### config.mk
export PLATFORM = sky130hd
export DESIGN_NAME = nvmcc_top
export DESIGN_NICKNAME = d
export VERILOG_FILES = /design/src/nvmcc_pkg.sv /design/src/nvmcc_top.sv
export SDC_FILE = /design/constraint.sdc
export NUM_CORES = 1
export LEC_CHECK = 0
export BUFFER_PORTS_ARGS = -buffer_cell sky130_fd_sc_hd__buf_4
export CAP_MARGIN = 20
export CORE_MARGIN = 4
export CORE_UTILIZATION = 48
export CTS_CLUSTER_SIZE = 12
export DETAILED_ROUTE_END_ITERATION = 6
export PLACE_DENSITY = 0.76
export SYNTH_ARGS = -nofsm -noshare
export SYNTH_HDL_FRONTEND = slang
export SYNTH_SLANG_ARGS = --single-unit
### constraint.sdc
create_clock -name mclk_i -period 3.65 [get_ports mclk_i]
set_clock_uncertainty 0.1 [all_clocks]
set_input_delay 1.095 -clock mclk_i [delete_from_list [all_inputs] [get_ports mclk_i]]
set_output_delay 1.095 -clock mclk_i [all_outputs]
set_load 0.02 [all_outputs]
### src/nvmcc_pkg.sv
package nvmcc_pkg;

    // ------------------------------------------------------------
    // register offsets (word index, wishbone byte address = 4*index)
    // ------------------------------------------------------------
    localparam logic [3:0] OFS_COMMAND_CONTROL      = 4'h0;
    localparam logic [3:0] OFS_SECTION_LOCK_CONTROL = 4'h1;
    localparam logic [3:0] OFS_BUSY_ERROR_STATUS    = 4'h2;
    localparam logic [3:0] OFS_READY_INT_ENABLE     = 4'h3;
    localparam logic [3:0] OFS_READY_INT_FLAG       = 4'h4;
    localparam logic [3:0] OFS_DATA_LOW             = 4'h6;
    localparam logic [3:0] OFS_DATA_HIGH            = 4'h7;
    localparam logic [3:0] OFS_ADDR_LOW             = 4'h8;
    localparam logic [3:0] OFS_ADDR_HIGH            = 4'h9;

    // ------------------------------------------------------------
    // field positions
    // ------------------------------------------------------------
    localparam int BIT_APP_CODE_WRITE_PROTECT = 0;
    localparam int BIT_BOOT_LOCK_A            = 1;
    localparam int BIT_FLASH_BUSY             = 0;
    localparam int BIT_EEPROM_BUSY            = 1;
    localparam int BIT_WRITE_ERROR            = 2;
    localparam int BIT_EEPROM_READY           = 0;

    // ------------------------------------------------------------
    // reset values
    // ------------------------------------------------------------
    localparam logic [7:0]  RST_BYTE = 8'h00;
    localparam logic [15:0] RST_WORD = 16'h0000;

    // ------------------------------------------------------------
    // commands
    // ------------------------------------------------------------
    typedef enum logic [2:0] {
        CMD_NONE         = 3'h0,
        CMD_PAGE_WRITE   = 3'h1,
        CMD_PAGE_ERASE   = 3'h2,
        CMD_ERASE_WRITE  = 3'h3,
        CMD_BUFFER_CLEAR = 3'h4,
        CMD_CHIP_ERASE   = 3'h5,
        CMD_EEPROM_ERASE = 3'h6,
        CMD_FUSE_WRITE   = 3'h7
    } nvmcc_cmd_t;

    // ------------------------------------------------------------
    // timing
    // ------------------------------------------------------------
    localparam int CLK_HZ           = 40_000_000;
    localparam int SHORT_OP_US      = 2000;
    localparam int LONG_OP_US       = 4000;
    localparam int SHORT_OP_CYCLES  = SHORT_OP_US * (CLK_HZ / 1_000_000);
    localparam int LONG_OP_CYCLES   = LONG_OP_US * (CLK_HZ / 1_000_000);
    localparam int CLEAR_CYCLES     = 7;
    localparam int KEY_WINDOW_INSNS = 4;

    // eeprom occupies addresses at and above this base
    localparam logic [15:0] EEPROM_BASE = 16'h1400;

    typedef enum logic [3:0] {
        ST_IDLE  = 4'b0001,
        ST_CLEAR = 4'b0010,
        ST_BUSY  = 4'b0100,
        ST_SLEEP = 4'b1000
    } nvmcc_state_t;

    typedef struct packed {
        logic        cyc;
        logic        stb;
        logic        we;
        logic [3:0]  sel;
        logic [5:0]  adr;
        logic [31:0] dat;
    } nvmcc_wb_req_t;

    typedef struct packed {
        logic        ack;
        logic [31:0] dat;
    } nvmcc_wb_rsp_t;

    typedef struct packed {
        nvmcc_state_t state;
        logic [2:0]   cmd;
        logic [27:0]  cnt;
        logic [2:0]   key_cnt;
        logic         app_wp;
        logic         boot_lock;
        logic         boot_lock_pend;
        logic         was_in_boot;
        logic         flash_busy;
        logic         eeprom_busy;
        logic         write_error;
        logic         ready_en;
        logic         ready_flag;
        logic [15:0]  data;
        logic [15:0]  addr;
        logic         buf_mixed;
        logic         buf_eeprom;
        logic         buf_loaded;
        logic         ack;
        logic [31:0]  rdat;
        logic         buf_clear;
        logic         ee_erase;
        logic         flash_erase;
        logic         ee_halt;
    } nvmcc_regs_t;

endpackage : nvmcc_pkg

### src/nvmcc_top.sv
// Our own choice: the Wishbone interface to the registers.
`timescale 1ns/1ps
module nvmcc_top #(
    parameter int SHORT_CYCLES = nvmcc_pkg::SHORT_OP_CYCLES,
    parameter int LONG_CYCLES  = nvmcc_pkg::LONG_OP_CYCLES
) (
    input  wire logic                     mclk_i,
    input  wire logic                     sys_rst_i,
    input  wire nvmcc_pkg::nvmcc_wb_req_t wb_req_i,
    output nvmcc_pkg::nvmcc_wb_rsp_t      wb_rsp_o,
    input  wire logic                     key_written_i,
    input  wire logic                     insn_retired_i,
    input  wire logic                     debug_port_i,
    input  wire logic                     exec_in_boot_i,
    input  wire logic                     boot_access_i,
    input  wire logic [15:0]              boot_rdata_i,
    output logic [15:0]                   boot_rdata_o,
    input  wire logic                     buf_store_i,
    input  wire logic [15:0]              buf_store_addr_i,
    input  wire logic                     store_app_code_i,
    input  wire logic                     store_boot_i,
    input  wire logic                     eeprom_save_fuse_i,
    input  wire logic                     sleep_req_i,
    input  wire logic                     idle_sleep_i,
    input  wire logic                     wake_i,
    output logic                          sleep_ok_o,
    output logic                          clock_keep_o,
    output logic                          irq_o,
    output logic                          wake_req_o,
    output logic                          buf_clear_o,
    output logic                          flash_erase_o,
    output logic                          eeprom_erase_o,
    output logic                          cpu_halt_o
);

    nvmcc_pkg::nvmcc_regs_t r;
    nvmcc_pkg::nvmcc_regs_t next_r;

    logic        wr_hit;
    logic        rd_hit;
    logic [3:0]  idx;
    logic [7:0]  wbyte;
    logic        key_open;
    logic        target_ee;
    logic [27:0] dur;

    // ------------------------------------------------------------
    // bus decode
    // ------------------------------------------------------------
    // one byte register per word; data in lane 0
    assign idx      = wb_req_i.adr[5:2];
    assign wbyte    = wb_req_i.dat[7:0];
    assign wr_hit   = wb_req_i.cyc && wb_req_i.stb && wb_req_i.we && wb_req_i.sel[0] && !r.ack;
    assign rd_hit   = wb_req_i.cyc && wb_req_i.stb && !wb_req_i.we && !r.ack;
    assign key_open = (r.key_cnt != 3'h0) || key_written_i;
    assign target_ee = (r.addr >= nvmcc_pkg::EEPROM_BASE);

    always_comb begin
        dur = 28'(SHORT_CYCLES);
        case (r.cmd)
            nvmcc_pkg::CMD_ERASE_WRITE,
            nvmcc_pkg::CMD_CHIP_ERASE,
            nvmcc_pkg::CMD_EEPROM_ERASE: begin
                dur = 28'(LONG_CYCLES);
            end
            default: begin
                dur = 28'(SHORT_CYCLES);
            end
        endcase
    end

    always_comb begin
        next_r             = r;
        next_r.ack         = rd_hit || (wb_req_i.cyc && wb_req_i.stb && wb_req_i.we && !r.ack);
        next_r.buf_clear   = 1'b0;
        next_r.ee_erase    = 1'b0;
        next_r.flash_erase = 1'b0;

        if (key_written_i) begin
            next_r.key_cnt = 3'(nvmcc_pkg::KEY_WINDOW_INSNS);
        end else if (insn_retired_i && r.key_cnt != 3'h0) begin
            next_r.key_cnt = r.key_cnt - 3'h1;
        end

        if (buf_store_i) begin
            next_r.addr       = buf_store_addr_i;
            next_r.buf_loaded = 1'b1;
            next_r.buf_eeprom = buf_store_addr_i >= nvmcc_pkg::EEPROM_BASE;
            if (r.buf_loaded && (r.buf_eeprom != (buf_store_addr_i >= nvmcc_pkg::EEPROM_BASE))) begin
                next_r.buf_mixed = 1'b1;
            end
        end

        // arm pending lock on leaving boot
        next_r.was_in_boot = exec_in_boot_i;
        if (r.boot_lock_pend && r.was_in_boot && !exec_in_boot_i) begin
            next_r.boot_lock = 1'b1;
        end

        // ------------------------------------------------------------
        // register writes
        // ------------------------------------------------------------
        if (wr_hit) begin
            case (idx)
                nvmcc_pkg::OFS_COMMAND_CONTROL: begin
                    if (key_open && r.state == nvmcc_pkg::ST_IDLE) begin
                        next_r.cmd     = wbyte[2:0];
                        next_r.key_cnt = 3'h0;
                    end
                end
                nvmcc_pkg::OFS_SECTION_LOCK_CONTROL: begin
                    if (wbyte[nvmcc_pkg::BIT_APP_CODE_WRITE_PROTECT]) begin
                        next_r.app_wp = 1'b1;
                    end
                    if (wbyte[nvmcc_pkg::BIT_BOOT_LOCK_A] && exec_in_boot_i) begin
                        next_r.boot_lock_pend = 1'b1;
                    end
                end
                nvmcc_pkg::OFS_READY_INT_ENABLE: begin
                    next_r.ready_en = wbyte[nvmcc_pkg::BIT_EEPROM_READY];
                end
                nvmcc_pkg::OFS_READY_INT_FLAG: begin
                    if (wbyte[nvmcc_pkg::BIT_EEPROM_READY]) begin
                        next_r.ready_flag = 1'b0;
                    end
                end
                nvmcc_pkg::OFS_DATA_LOW:  next_r.data[7:0]  = wbyte;
                nvmcc_pkg::OFS_DATA_HIGH: next_r.data[15:8] = wbyte;
                nvmcc_pkg::OFS_ADDR_LOW:  next_r.addr[7:0]  = wbyte;
                nvmcc_pkg::OFS_ADDR_HIGH: next_r.addr[15:8] = wbyte;
                default: begin
                end
            endcase
        end

        // ------------------------------------------------------------
        // command sequencer
        // ------------------------------------------------------------
        case (r.state)
            nvmcc_pkg::ST_IDLE: begin
                if (r.cmd != nvmcc_pkg::CMD_NONE) begin
                    next_r.cmd         = nvmcc_pkg::CMD_NONE;
                    next_r.write_error = 1'b0;
                    next_r.cnt         = dur - 28'h1;
                    case (r.cmd)
                        nvmcc_pkg::CMD_BUFFER_CLEAR: begin
                            next_r.cnt   = 28'(nvmcc_pkg::CLEAR_CYCLES - 1);
                            next_r.state = nvmcc_pkg::ST_CLEAR;
                        end
                        nvmcc_pkg::CMD_PAGE_WRITE,
                        nvmcc_pkg::CMD_PAGE_ERASE,
                        nvmcc_pkg::CMD_ERASE_WRITE: begin
                            if (r.buf_mixed || (!target_ee && (r.app_wp && store_app_code_i
                                    || store_boot_i))) begin
                                next_r.write_error = 1'b1;
                            end else begin
                                next_r.state       = nvmcc_pkg::ST_BUSY;
                                next_r.eeprom_busy = target_ee;
                                next_r.flash_busy  = !target_ee;
                            end
                        end
                        nvmcc_pkg::CMD_CHIP_ERASE: begin
                            next_r.state       = nvmcc_pkg::ST_BUSY;
                            next_r.flash_busy  = 1'b1;
                            next_r.eeprom_busy = !eeprom_save_fuse_i;
                            next_r.flash_erase = 1'b1;
                            next_r.ee_erase    = !eeprom_save_fuse_i;
                        end
                        nvmcc_pkg::CMD_EEPROM_ERASE: begin
                            next_r.state       = nvmcc_pkg::ST_BUSY;
                            next_r.eeprom_busy = 1'b1;
                            next_r.ee_erase    = 1'b1;
                            next_r.ee_halt     = 1'b1;
                        end
                        nvmcc_pkg::CMD_FUSE_WRITE: begin
                            if (debug_port_i) begin
                                next_r.state      = nvmcc_pkg::ST_BUSY;
                                next_r.flash_busy = 1'b1;
                            end else begin
                                next_r.write_error = 1'b1;
                            end
                        end
                        default: begin
                        end
                    endcase
                end else if (sleep_req_i) begin
                    next_r.state = nvmcc_pkg::ST_SLEEP;
                end
            end
            nvmcc_pkg::ST_CLEAR: begin
                if (r.cnt == 28'h0) begin
                    next_r.buf_clear = 1'b1;
                    next_r.state     = nvmcc_pkg::ST_IDLE;
                end else begin
                    next_r.cnt = r.cnt - 28'h1;
                end
            end
            nvmcc_pkg::ST_BUSY: begin
                if (r.cnt == 28'h0) begin
                    next_r.flash_busy  = 1'b0;
                    next_r.eeprom_busy = 1'b0;
                    next_r.ee_halt     = 1'b0;
                    next_r.buf_clear   = 1'b1;
                    next_r.state       = nvmcc_pkg::ST_IDLE;
                end else begin
                    next_r.cnt = r.cnt - 28'h1;
                end
            end
            nvmcc_pkg::ST_SLEEP: begin
                if (wake_i) begin
                    next_r.buf_clear = 1'b1;
                    next_r.state     = nvmcc_pkg::ST_IDLE;
                end
            end
            default: begin
                next_r.state = nvmcc_pkg::ST_IDLE;
            end
        endcase

        // a store landing with the clear survives it: set wins
        if (next_r.buf_clear) begin
            next_r.buf_loaded = buf_store_i;
            next_r.buf_mixed  = 1'b0;
        end

        // flag follows eeprom idle; set wins over clear
        if (next_r.eeprom_busy) begin
            next_r.ready_flag = 1'b0;
        end else if (r.eeprom_busy || (next_r.ready_en && !r.ready_en)) begin
            next_r.ready_flag = 1'b1;
        end else if (r.ready_en && !r.eeprom_busy && r.ready_flag == 1'b0
                     && !(wr_hit && idx == nvmcc_pkg::OFS_READY_INT_FLAG)) begin
            // requests again while eeprom stays idle
            next_r.ready_flag = 1'b1;
        end

        // ------------------------------------------------------------
        // read data
        // ------------------------------------------------------------
        next_r.rdat = 32'h0000_0000;
        if (rd_hit) begin
            case (idx)
                nvmcc_pkg::OFS_COMMAND_CONTROL:      next_r.rdat[2:0] = r.cmd;
                nvmcc_pkg::OFS_SECTION_LOCK_CONTROL: next_r.rdat[1:0] = {r.boot_lock_pend,
                                                                         r.app_wp};
                nvmcc_pkg::OFS_BUSY_ERROR_STATUS:    next_r.rdat[2:0] = {r.write_error,
                                                                         r.eeprom_busy,
                                                                         r.flash_busy};
                nvmcc_pkg::OFS_READY_INT_ENABLE:     next_r.rdat[0]   = r.ready_en;
                nvmcc_pkg::OFS_READY_INT_FLAG:       next_r.rdat[0]   = r.ready_flag;
                nvmcc_pkg::OFS_DATA_LOW:             next_r.rdat[7:0] = r.data[7:0];
                nvmcc_pkg::OFS_DATA_HIGH:            next_r.rdat[7:0] = r.data[15:8];
                nvmcc_pkg::OFS_ADDR_LOW:             next_r.rdat[7:0] = r.addr[7:0];
                nvmcc_pkg::OFS_ADDR_HIGH:            next_r.rdat[7:0] = r.addr[15:8];
                default:                             next_r.rdat      = 32'h0000_0000;
            endcase
        end
    end

    // ------------------------------------------------------------
    // state register
    // ------------------------------------------------------------
    // reset drops any operation in progress
    always_ff @(posedge mclk_i or posedge sys_rst_i) begin
        if (sys_rst_i) begin
            r       <= '0;
            r.state <= nvmcc_pkg::ST_IDLE;
            r.cmd   <= nvmcc_pkg::CMD_NONE;
        end else begin
            r <= next_r;
        end
    end

    // ------------------------------------------------------------
    // outputs
    // ------------------------------------------------------------
    assign wb_rsp_o       = '{ack: r.ack, dat: r.rdat};
    assign boot_rdata_o   = (r.boot_lock && boot_access_i) ? 16'h0000 : boot_rdata_i;
    assign irq_o          = r.ready_en && r.ready_flag;
    assign wake_req_o     = irq_o && idle_sleep_i && (r.state == nvmcc_pkg::ST_SLEEP);
    assign clock_keep_o   = r.flash_busy || r.eeprom_busy || (r.state == nvmcc_pkg::ST_CLEAR);
    assign sleep_ok_o     = (r.state == nvmcc_pkg::ST_SLEEP);
    assign buf_clear_o    = r.buf_clear;
    assign flash_erase_o  = r.flash_erase;
    assign eeprom_erase_o = r.ee_erase;
    // cpu stalls on flash work, buffer clear and a whole eeprom erase;
    // other eeprom work runs beside it
    assign cpu_halt_o     = r.flash_busy || (r.state == nvmcc_pkg::ST_CLEAR)
                            || r.ee_halt;

endmodule : nvmcc_top

# After elaboration in Yosys (flattened, before gate mapping)
# Cells that the tools add are included.
[totals]
ff_bits = 119
latchBits = 0
mem_bits_rw = 0
romBits = 0
inputBits = 91
output_inout_bits = 57
wordCells = 196
mem_count = 0
[op_classes]
add_sub_neg = 3
n_mul = 0
div = 0
n_lt_le_gt_ge = 2
n_eq_ne = 33
shifts = 0
n_mux = 65
bitwise_logic = 1
n_reduce_logical = 67
[op_table]
columns = ["cell", "count"]
rows = [
  ["$mux W28", 2],
  ["$pmux W28 S2", 1],
  ["$sub A28 B1 Y28 const B", 2],
  ["$mux W8", 5],
  ["$mux W34", 1],
  ["$ge A16 B13 Y1 const B", 2],
  ["$mux W31", 1],
  ["$mux W3", 10],
  ["$logic_not A28 Y1", 1],
  ["$mux W4", 7],
  ["$logic_and A1 B1 Y1", 24],
  ["$pmux W5 S4", 1],
  ["$mux W1", 19],
  ["$mux W19", 1],
  ["$mux W18", 1],
  ["$eq A4 B3 Y1 const B", 4],
  ["$mux W16", 1],
  ["$pmux W4 S4", 1],
  ["$eq A3 B3 Y1 const B", 4],
  ["$eq A4 B2 Y1 const B", 3],
  ["$eq A4 B4 Y1 const B", 3],
  ["$pmux W4 S3", 1],
  ["$reduce_and A3 Y1", 4],
  ["$reduce_and A6 Y1", 2],
  ["30 further kinds", 70],
]

# Logic depth before layout (Yosys ltp)
# Gate-level depths: netlist of run 1.
[logic_depth]
word_depth = 11
depth_mapped = 8
mapped_depth_nobuf = 7

# Worst setup path before layout of run 1
# No wires, ideal clock.
[synth_timing]
kind = "register to output"
from = "register r[116] (netlist bit)"
to = "output port wake_req_o"
t_arrival_ns = 1.833
required_time_ns = 2.455
setup_slack_ns = 0.622
stages_incl_launch_ff = 4
n_path_buf = 1
path_cell_list = "dfrtp_1 buf_2 nor4b_1 and3_1"
[synth_via]
elab_chain_cells = 2
[synth_lines]
columns = ["item", "line_no", "text"]
rows = [
  ["from (decl)", "nvmcc_top.sv:36", "nvmcc_pkg::nvmcc_regs_t r;"],
  ["from (signal assigned)", "nvmcc_top.sv:270", "r <= next_r;"],
  ["$eq A4 B4 Y1", "n/a", ""],
  ["net sleep_ok_o", "nvmcc_top.sv:26", "output logic sleep_ok_o,"],
  ["$logic_and A1 B1 Y1", "nvmcc_top.sv:280", "assign wake_req_o = irq_o && idle_sleep_i && (r.state == nvmcc_pkg::ST_SLEEP);"],
  ["to (decl)", "nvmcc_top.sv:29", "output logic wake_req_o,"],
]
# The timed path passes the listed nets, and every way through them passes these cells.

# Worst setup path after layout of run 1
[layout_timing]
from = "input port boot_access_i"
to = "output port boot_rdata_o[11]"
[layout_via]
elab_chain_cells = 2
[layout_lines]
columns = ["item", "line_no", "text"]
rows = [
  ["from (decl)", "nvmcc_top.sv:15", "input wire logic boot_access_i,"],
  ["$logic_and A1 B1 Y1", "nvmcc_top.sv:278", "assign boot_rdata_o = (r.boot_lock && boot_access_i) ? 16'h0000 : boot_rdata_i;"],
  ["$mux W16", "nvmcc_top.sv:278", ""],
  ["to (decl)", "nvmcc_top.sv:17", "output logic [15:0] boot_rdata_o,"],
]
# No other way between the ends.

==> run metrics, run 1 <==
outcome=completed; synth top area cells=dfrtp_1, mux2i_1, buf_4, a21oi_1, mux2_2; n_diodes=0; Post-CTS Hold Buffers=0; I/O pin count=148; # clock sinks=95; Residual DRC=0; post-synth top area cell=dfrtp_1; CTS tree=done; total CTS buffers=9; Unique masters post-synth=66; RSZ-0062 raised after global routing=false; initial antenna violation count=0; global-route wire length before repair=22.9 mm; number of flops mapped to enable cells by yosys=0; MaxCap Viol Count=0; YS warnings=0; DR pass1 iterations=5; Worst Tran Pin Value=0.894 ns; VDD IR max=0.367 mV; antenna-violating nets left=0; final setup vio count=0; Post-CTS Setup Inserts=0; R2R Path Start=r[92]; number of port buffers=94; Synth top area share=42.7%; design area=6560 um^2; CTS-repair resized insts=0; startpoint types=input port; leakage=0.00305 uW; Hold EP=r[78]; via/cell ratio=5.96; Cell Area, Synth=5510 um^2; Wirelength per Cell=17.8 um; R2R depth=6; Placement Rows=38; vias in the first global route=4721; Initial DRC Count=296; Slew headroom=40.1%; GRT Util Overall=21.9%; Hold Fails Final Rpt=0; number of max-slew violations in the final report=0; asr flop ratio synth=100%; worst hold stages=1; CP Capture Type=output pin; hold path startpoint=r[78]; Max FO, Critical Path=16; hpwl dp=10.7 mm; Die Wd=115 um; Final TNS setup=0 ns; H-tree levels=3; CP dominant cell by count=buf_4; fmax=0.331 GHz; Mapped Cells=585; layout cells sized above 1=23.7%; placed instance area=6220 um^2; Tot Pwr=3510 uW; CP Cell Sequence=buf_4 -> nand2_1 -> and2_1 -> buf_4; flop-to-flop setup slack=0.88 ns; Root Driver=clkbuf_16; Slowest-stage cell, CP=nand2_1; Tcrit/Tclk final=82.7%; Placer Congestion=0.909; Final min period=3.02 ns; GRT Residual Overflow=0; Routed WL=14.4 mm; DIE AREA=13300 um^2; syn_area_per_cell=9.42 um^2; cell family with most CP delay=simple AND/OR/NAND/NOR gates; clock latency on the worst-skew pair=0.35 ns; core region area=11000 um^2; hold slack=0.402 ns; CP bufs+invs=2; CP peak stage delay=0.28 ns; largest net degree at the start of global routing=49; ys flop type=dfrtp_1; initial core utilization=49.9%; Clock Path Buffers=2; worst setup path class=input port to output pin; PD cells=536 nW/um^2; capturing point of the worst reg2reg path=r[108]; WP data arrival=1.82 ns; Clk pin slew, worst setup/hold paths=0.07 ns; Critical path origin=boot_access_i; vias=4835; Syn-to-layout area delta=19.0%; nets=761; Die Ht=115 um; critical path data required time=2.45 ns; Seq/Total Area, Yosys=43.2%; final core utilization=59.4%; Hold WC Path Type=register to register; synthesis-stage register bit count=95
[layout by cell type (no fill, tap or decap), types with 4 or more instances in the layout]
| cell type | Yosys | layout |
|---|---|---|
| buf_4 | 33 | 106 |
| or4_1 | 9 | 9 |
| mux2i_1 | 33 | 33 |
| xnor2_1 | 4 | 4 |
| o21ai_0 | 19 | 19 |
| nand2b_1 | 13 | 13 |
| and2_1 | 22 | 22 |
| clkbuf_16 | 0 | 9 |
| o22ai_1 | 11 | 11 |
| mux2_2 | 18 | 18 |
| nor2b_1 | 6 | 6 |
| a211oi_1 | 4 | 4 |
| nand2_1 | 33 | 33 |
| a31oi_1 | 12 | 12 |
| o41ai_1 | 4 | 4 |
| ha_1 | 4 | 4 |
| a21oi_1 | 42 | 42 |
| nor3_1 | 18 | 18 |
| o31ai_1 | 10 | 10 |
| o311ai_0 | 4 | 4 |
| nor4_1 | 7 | 7 |
| inv_1 | 16 | 15 |
| conb_1 | 1 | 24 |
| nand3_1 | 17 | 17 |
| and3_1 | 4 | 4 |
| dfrtp_1 | 94 | 94 |
| nor2_1 | 53 | 53 |
| or3_1 | 5 | 5 |
[sequential cells by signal, summed over array words and instances, names as in the netlist]
signal	flops
buf_clear_o	1
eeprom_erase_o	1
flash_erase_o	1
r	83
wb_rsp_o	9
[cells in the mapped netlist, types with 5 or more instances]
cell,n
o31ai_1,10
or3_1,5
inv_1,16
mux2_2,18
nor2b_1,6
dfrtp_1,94
nor4_1,7
o22ai_1,11
a31oi_1,12
nor2_1,53
nor3_1,18
o21ai_0,19
nand2_1,33
and2_1,22
a21oi_1,42
mux2i_1,33
nand3_1,17
clkbuf_1,22
buf_4,33
nand2b_1,13
or4_1,9
[stage by stage]
| step | instances | setup WS, ns |
|---|---|---|
| 2_1_floorplan | 608 | 0.622 |
| 3_3_place_gp | 794 | 0.713 |
| 3_5_place_dp | 794 | 0.631 |
| 4_1_cts | 810 | 0.631 |
| 5_1_grt | 811 | 0.543 |
| 6_report | 811 | 0.631 |
[cells by family after synthesis]
family          after synthesis  share of synthesized area, %
buf+inv                      77                          7.81
simple gates                210                          20.2
fa+ha+maj                     4                         0.909
xor+xnor                      6                         0.954
mux                          51                          9.68
other cells                   1                        0.0681
flops                        95                          43.2
compound gates              141                          17.2
[layer usage]
metal  vias up  GRT usage [%]  wire [um]
li1       2253              -          -
met1      2354           26.7       5840
met2       203           37.3       7450
met3        25           5.79        863
met4         0           7.75        249
met5         -              0          0
[area by class of cell]
class | instances | area, um^2
flip-flops and latches | 95 | 2380
fillers | 953 | 4480
repair buffers | 108 | 836
clock inverters | 5 | 63.8
well taps | 140 | 175
inverters | 16 | 63.8
clock buffers | 11 | 253
multi-input cells | 436 | 2790
[worst max path at each step]
| stage | end | slack [ns] | cells after the start |
|---|---|---|---|
| CTS | boot_rdata_o[11] | 0.63 | 4 |
| detailed placement | boot_rdata_o[11] | 0.63 | 4 |
| floorplan | wake_req_o | 0.62 | 3 |
| global placement | boot_rdata_o[7] | 0.71 | 4 |
| finish | boot_rdata_o[11] | 0.63 | 4 |
| global route | boot_rdata_o[2] | 0.54 | 4 |
[where the power goes]
part | switching (uW) | internal (uW) | leakage (uW)
sequential | 204 | 1240 | 0.00123
combinational | 630 | 447 | 0.00167
clock | 420 | 575 | 0.000153
total | 1250 | 2260 | 0.00305
Note: power is estimated with default switching activity, not from simulation.
==> run 2: changes to the inputs <==
--- a/config.mk
+++ b/config.mk
@@ -8,10 +8,10 @@
 export BUFFER_PORTS_ARGS = -buffer_cell sky130_fd_sc_hd__buf_4
 export CAP_MARGIN = 20
 export CORE_MARGIN = 4
-export CORE_UTILIZATION = 48
+export CORE_UTILIZATION = 53
 export CTS_CLUSTER_SIZE = 12
 export DETAILED_ROUTE_END_ITERATION = 6
-export PLACE_DENSITY = 0.76
+export PLACE_DENSITY = 0.79
 export SYNTH_ARGS = -nofsm -noshare
 export SYNTH_HDL_FRONTEND = slang
 export SYNTH_SLANG_ARGS = --single-unit
==> constraint.sdc (replaced) <==
create_clock -name mclk_i -period 2.8 [get_ports mclk_i]
set_clock_uncertainty 0.1 [all_clocks]
set_input_delay 0.84 -clock mclk_i [delete_from_list [all_inputs] [get_ports mclk_i]]
set_output_delay 0.84 -clock mclk_i [all_outputs]
set_load 0.02 [all_outputs]
==> run 2 against run 1 <==
Effect of this change:
- cell count grew 0.74%
- wire length fell by 1.0%
- total power rose by 21%
- highest routed layer unchanged
- cell area fell by 0.84%
- largest power group unchanged
- utilization grew 5.9 points
- flip-flop and latch count stayed put
- non-clock buffer count up 13
- clock power fell by 11%
- setup slack worse by 0.38 ns
- via count rose by 0.25%
- register-to-register slack got worse by 0.62 ns
==> run metrics, run 2 (synthesis gave the netlist of run 1 again) <==
total CTS buffers=9 (unchanged); Clock Path Buffers=2 (unchanged); clock latency on the worst-skew pair=0.37 ns (+0.02 ns); DR pass1 iterations=5 (unchanged); layout cells sized above 1=25.1% (+1.5 points); vias in the first global route=4737 (+0.34%); Final min period=2.55 ns; Critical path origin=r[116]; grt met2 use=40.4% (+3.2 points); M1 GR Usage=31.9% (+5.2 points); Routed WL=14.3 mm (-1.0%); CTS-repair resized insts=0 (unchanged); GRT Util Overall=24.3% (+2.5 points); Initial DRC Count=267 (-9.8%); Clk pin slew, worst setup/hold paths=0.10 ns (+0.03 ns); CP Capture Type=output pin; met3 Usage GRT=4.35% (-1.4 points); global-route wire length before repair=23.2 mm (+1.1%); Post-CTS Setup Inserts=0 (unchanged); R2R Path Start=r[115]; startpoint types=register; DIE AREA=12100 um^2 (-8.8%); largest net degree at the start of global routing=58 (+18%); initial antenna violation count=0 (unchanged); via/cell ratio=5.93 (-0.49%); cell family with most CP delay=flip-flops; Hold Fails Final Rpt=0 (unchanged); RSZ-0062 raised after global routing=false; Hold WC Path Type=register to register; Post-CTS Hold Buffers=0 (unchanged); worst setup path class=register to output pin; WP data arrival=1.61 ns (-0.21 ns); Reg with most FFs=r; PD cells=654 nW/um^2 (+22%); CP bufs+invs=2 (unchanged); global route hottest layer=met2; number of port buffers=94 (unchanged); antenna-violating nets left=0 (unchanged); hpwl dp=10.6 mm (-0.71%); placed instance area=6310 um^2 (+1.5%); core region area=9950 um^2 (-9.8%); Syn-to-layout area delta=18.0%; nets=774 (+1.7%); commonest cells after routing, fill and taps aside=buf_4, dfrtp_1, nor2_1; hold path startpoint=r[79]; Slowest-stage cell, CP=dfrtp_1; Slew headroom=42.2% (+2.1 points); critical path data required time=1.86 ns (-0.59 ns); Die Ht=110 um (-4.5%); initial core utilization=55.3% (+5.4 points); Final TNS setup=0 ns (unchanged); Max FO, Critical Path=7 (-9); GRT Residual Overflow=0 (unchanged); CP dominant cell by count=buf_4; leakage=0.00304 uW (-0.18%); MaxCap Viol Count=0 (unchanged); number of max-slew violations in the final report=0 (unchanged); fmax=0.392 GHz; vias=4847 (+0.25%); final setup vio count=0 (unchanged); Root Driver=clkbuf_8; # clock sinks=95 (unchanged); Worst Tran Pin Value=0.862 ns (-0.0318 ns); I/O pin count=148 (unchanged); Tcrit/Tclk final=91.0%; Residual DRC=0 (unchanged); H-tree levels=3 (unchanged); design area=6500 um^2 (-0.84%); Placer Congestion=0.912 (+0.39%); Wirelength per Cell=17.5 um (-1.7%); Placement Rows=36 (-5.3%); CP Cell Sequence=nor4b_1 -> buf_4 -> and3_1 -> buf_4; max reg flops=83 (unchanged); CP peak stage delay=0.47 ns (+0.19 ns); outcome=completed; most common cell after layout, fill and taps aside=buf_4; VDD IR max=0.311 mV (-15%); CTS tree=done; Die Wd=110 um (-4.5%); n_diodes=0 (unchanged)
## run 2: cell count changes in the layout (fill, tap and decap cells not counted), sizes merged
cell	before	now
inv	17	20
buf	108	121
clkinvlp	2	3
clkbuf	11	9
bufinv	1	0
clkinv	1	0
## run 2: area by class of cell
class | count | area (um^2)
inverter | 16 | 63.8
multi-input combinational | 436 | 2790
timing repair buffer | 121 | 921
sequential | 95 | 2380
clock buffer | 9 | 124
fill | 820 | 3450
clock inverter | 7 | 61.3
tap | 133 | 166
## run 2: per-stage QoR
stage | cells | hold slack, ns | total power, uW | worst slack (ns) | util [%]
floorplan | 608 | 0.344 | 2840 | 0.0268 | -
global placement | 801 | 0.367 | 3300 | 0.299 | 63.4
detailed placement | 801 | 0.371 | 3360 | 0.300 | 63.4
CTS | 817 | 0.394 | 4240 | 0.236 | 65.3
global route | 817 | 0.434 | 4530 | 0.0551 | 65.3
finish | 817 | 0.388 | 4250 | 0.251 | 65.3
## run 2: power by group
group / total [uW] / internal [uW] / leakage [uW] / switching, uW
Combinational: 1500 / 654 / 0.00173 / 843
Sequential: 1870 / 1610 / 0.00123 / 257
Clock: 883 / 342 / 0.0000892 / 541
## run 2: final timing paths
| check | end | slack, ns | cells past startpoint |
|---|---|---|---|
| setup reg to reg | r[104] | 0.26 | 6 |
| max in group asynchronous | r[64] | 1.73 | 3 |
| min in group asynchronous | r[104] | 0.46 | 3 |
| hold / removal | r[79] | 0.39 | 1 |
| hold reg to reg | r[79] | 0.39 | 1 |
| setup / recovery | wake_req_o | 0.25 | 4 |
## run 2: per-layer routing
layer	part of all wire [%]	vias to the layer above
li1	-	2270
met1	39	2324
met2	51	217
met3	6.7	36
met4	2.5	0
met5	0	-
## run 2: worst reg2reg max path, delay by kind of cell (launching register included)
family | cells | cell delay, ns
and+or+nand+nor | 2 | 0.96
buffers and inverters | 1 | 0.20
AOI/OAI and AO/OA | 3 | 0.65
DFF | 1 | 0.58
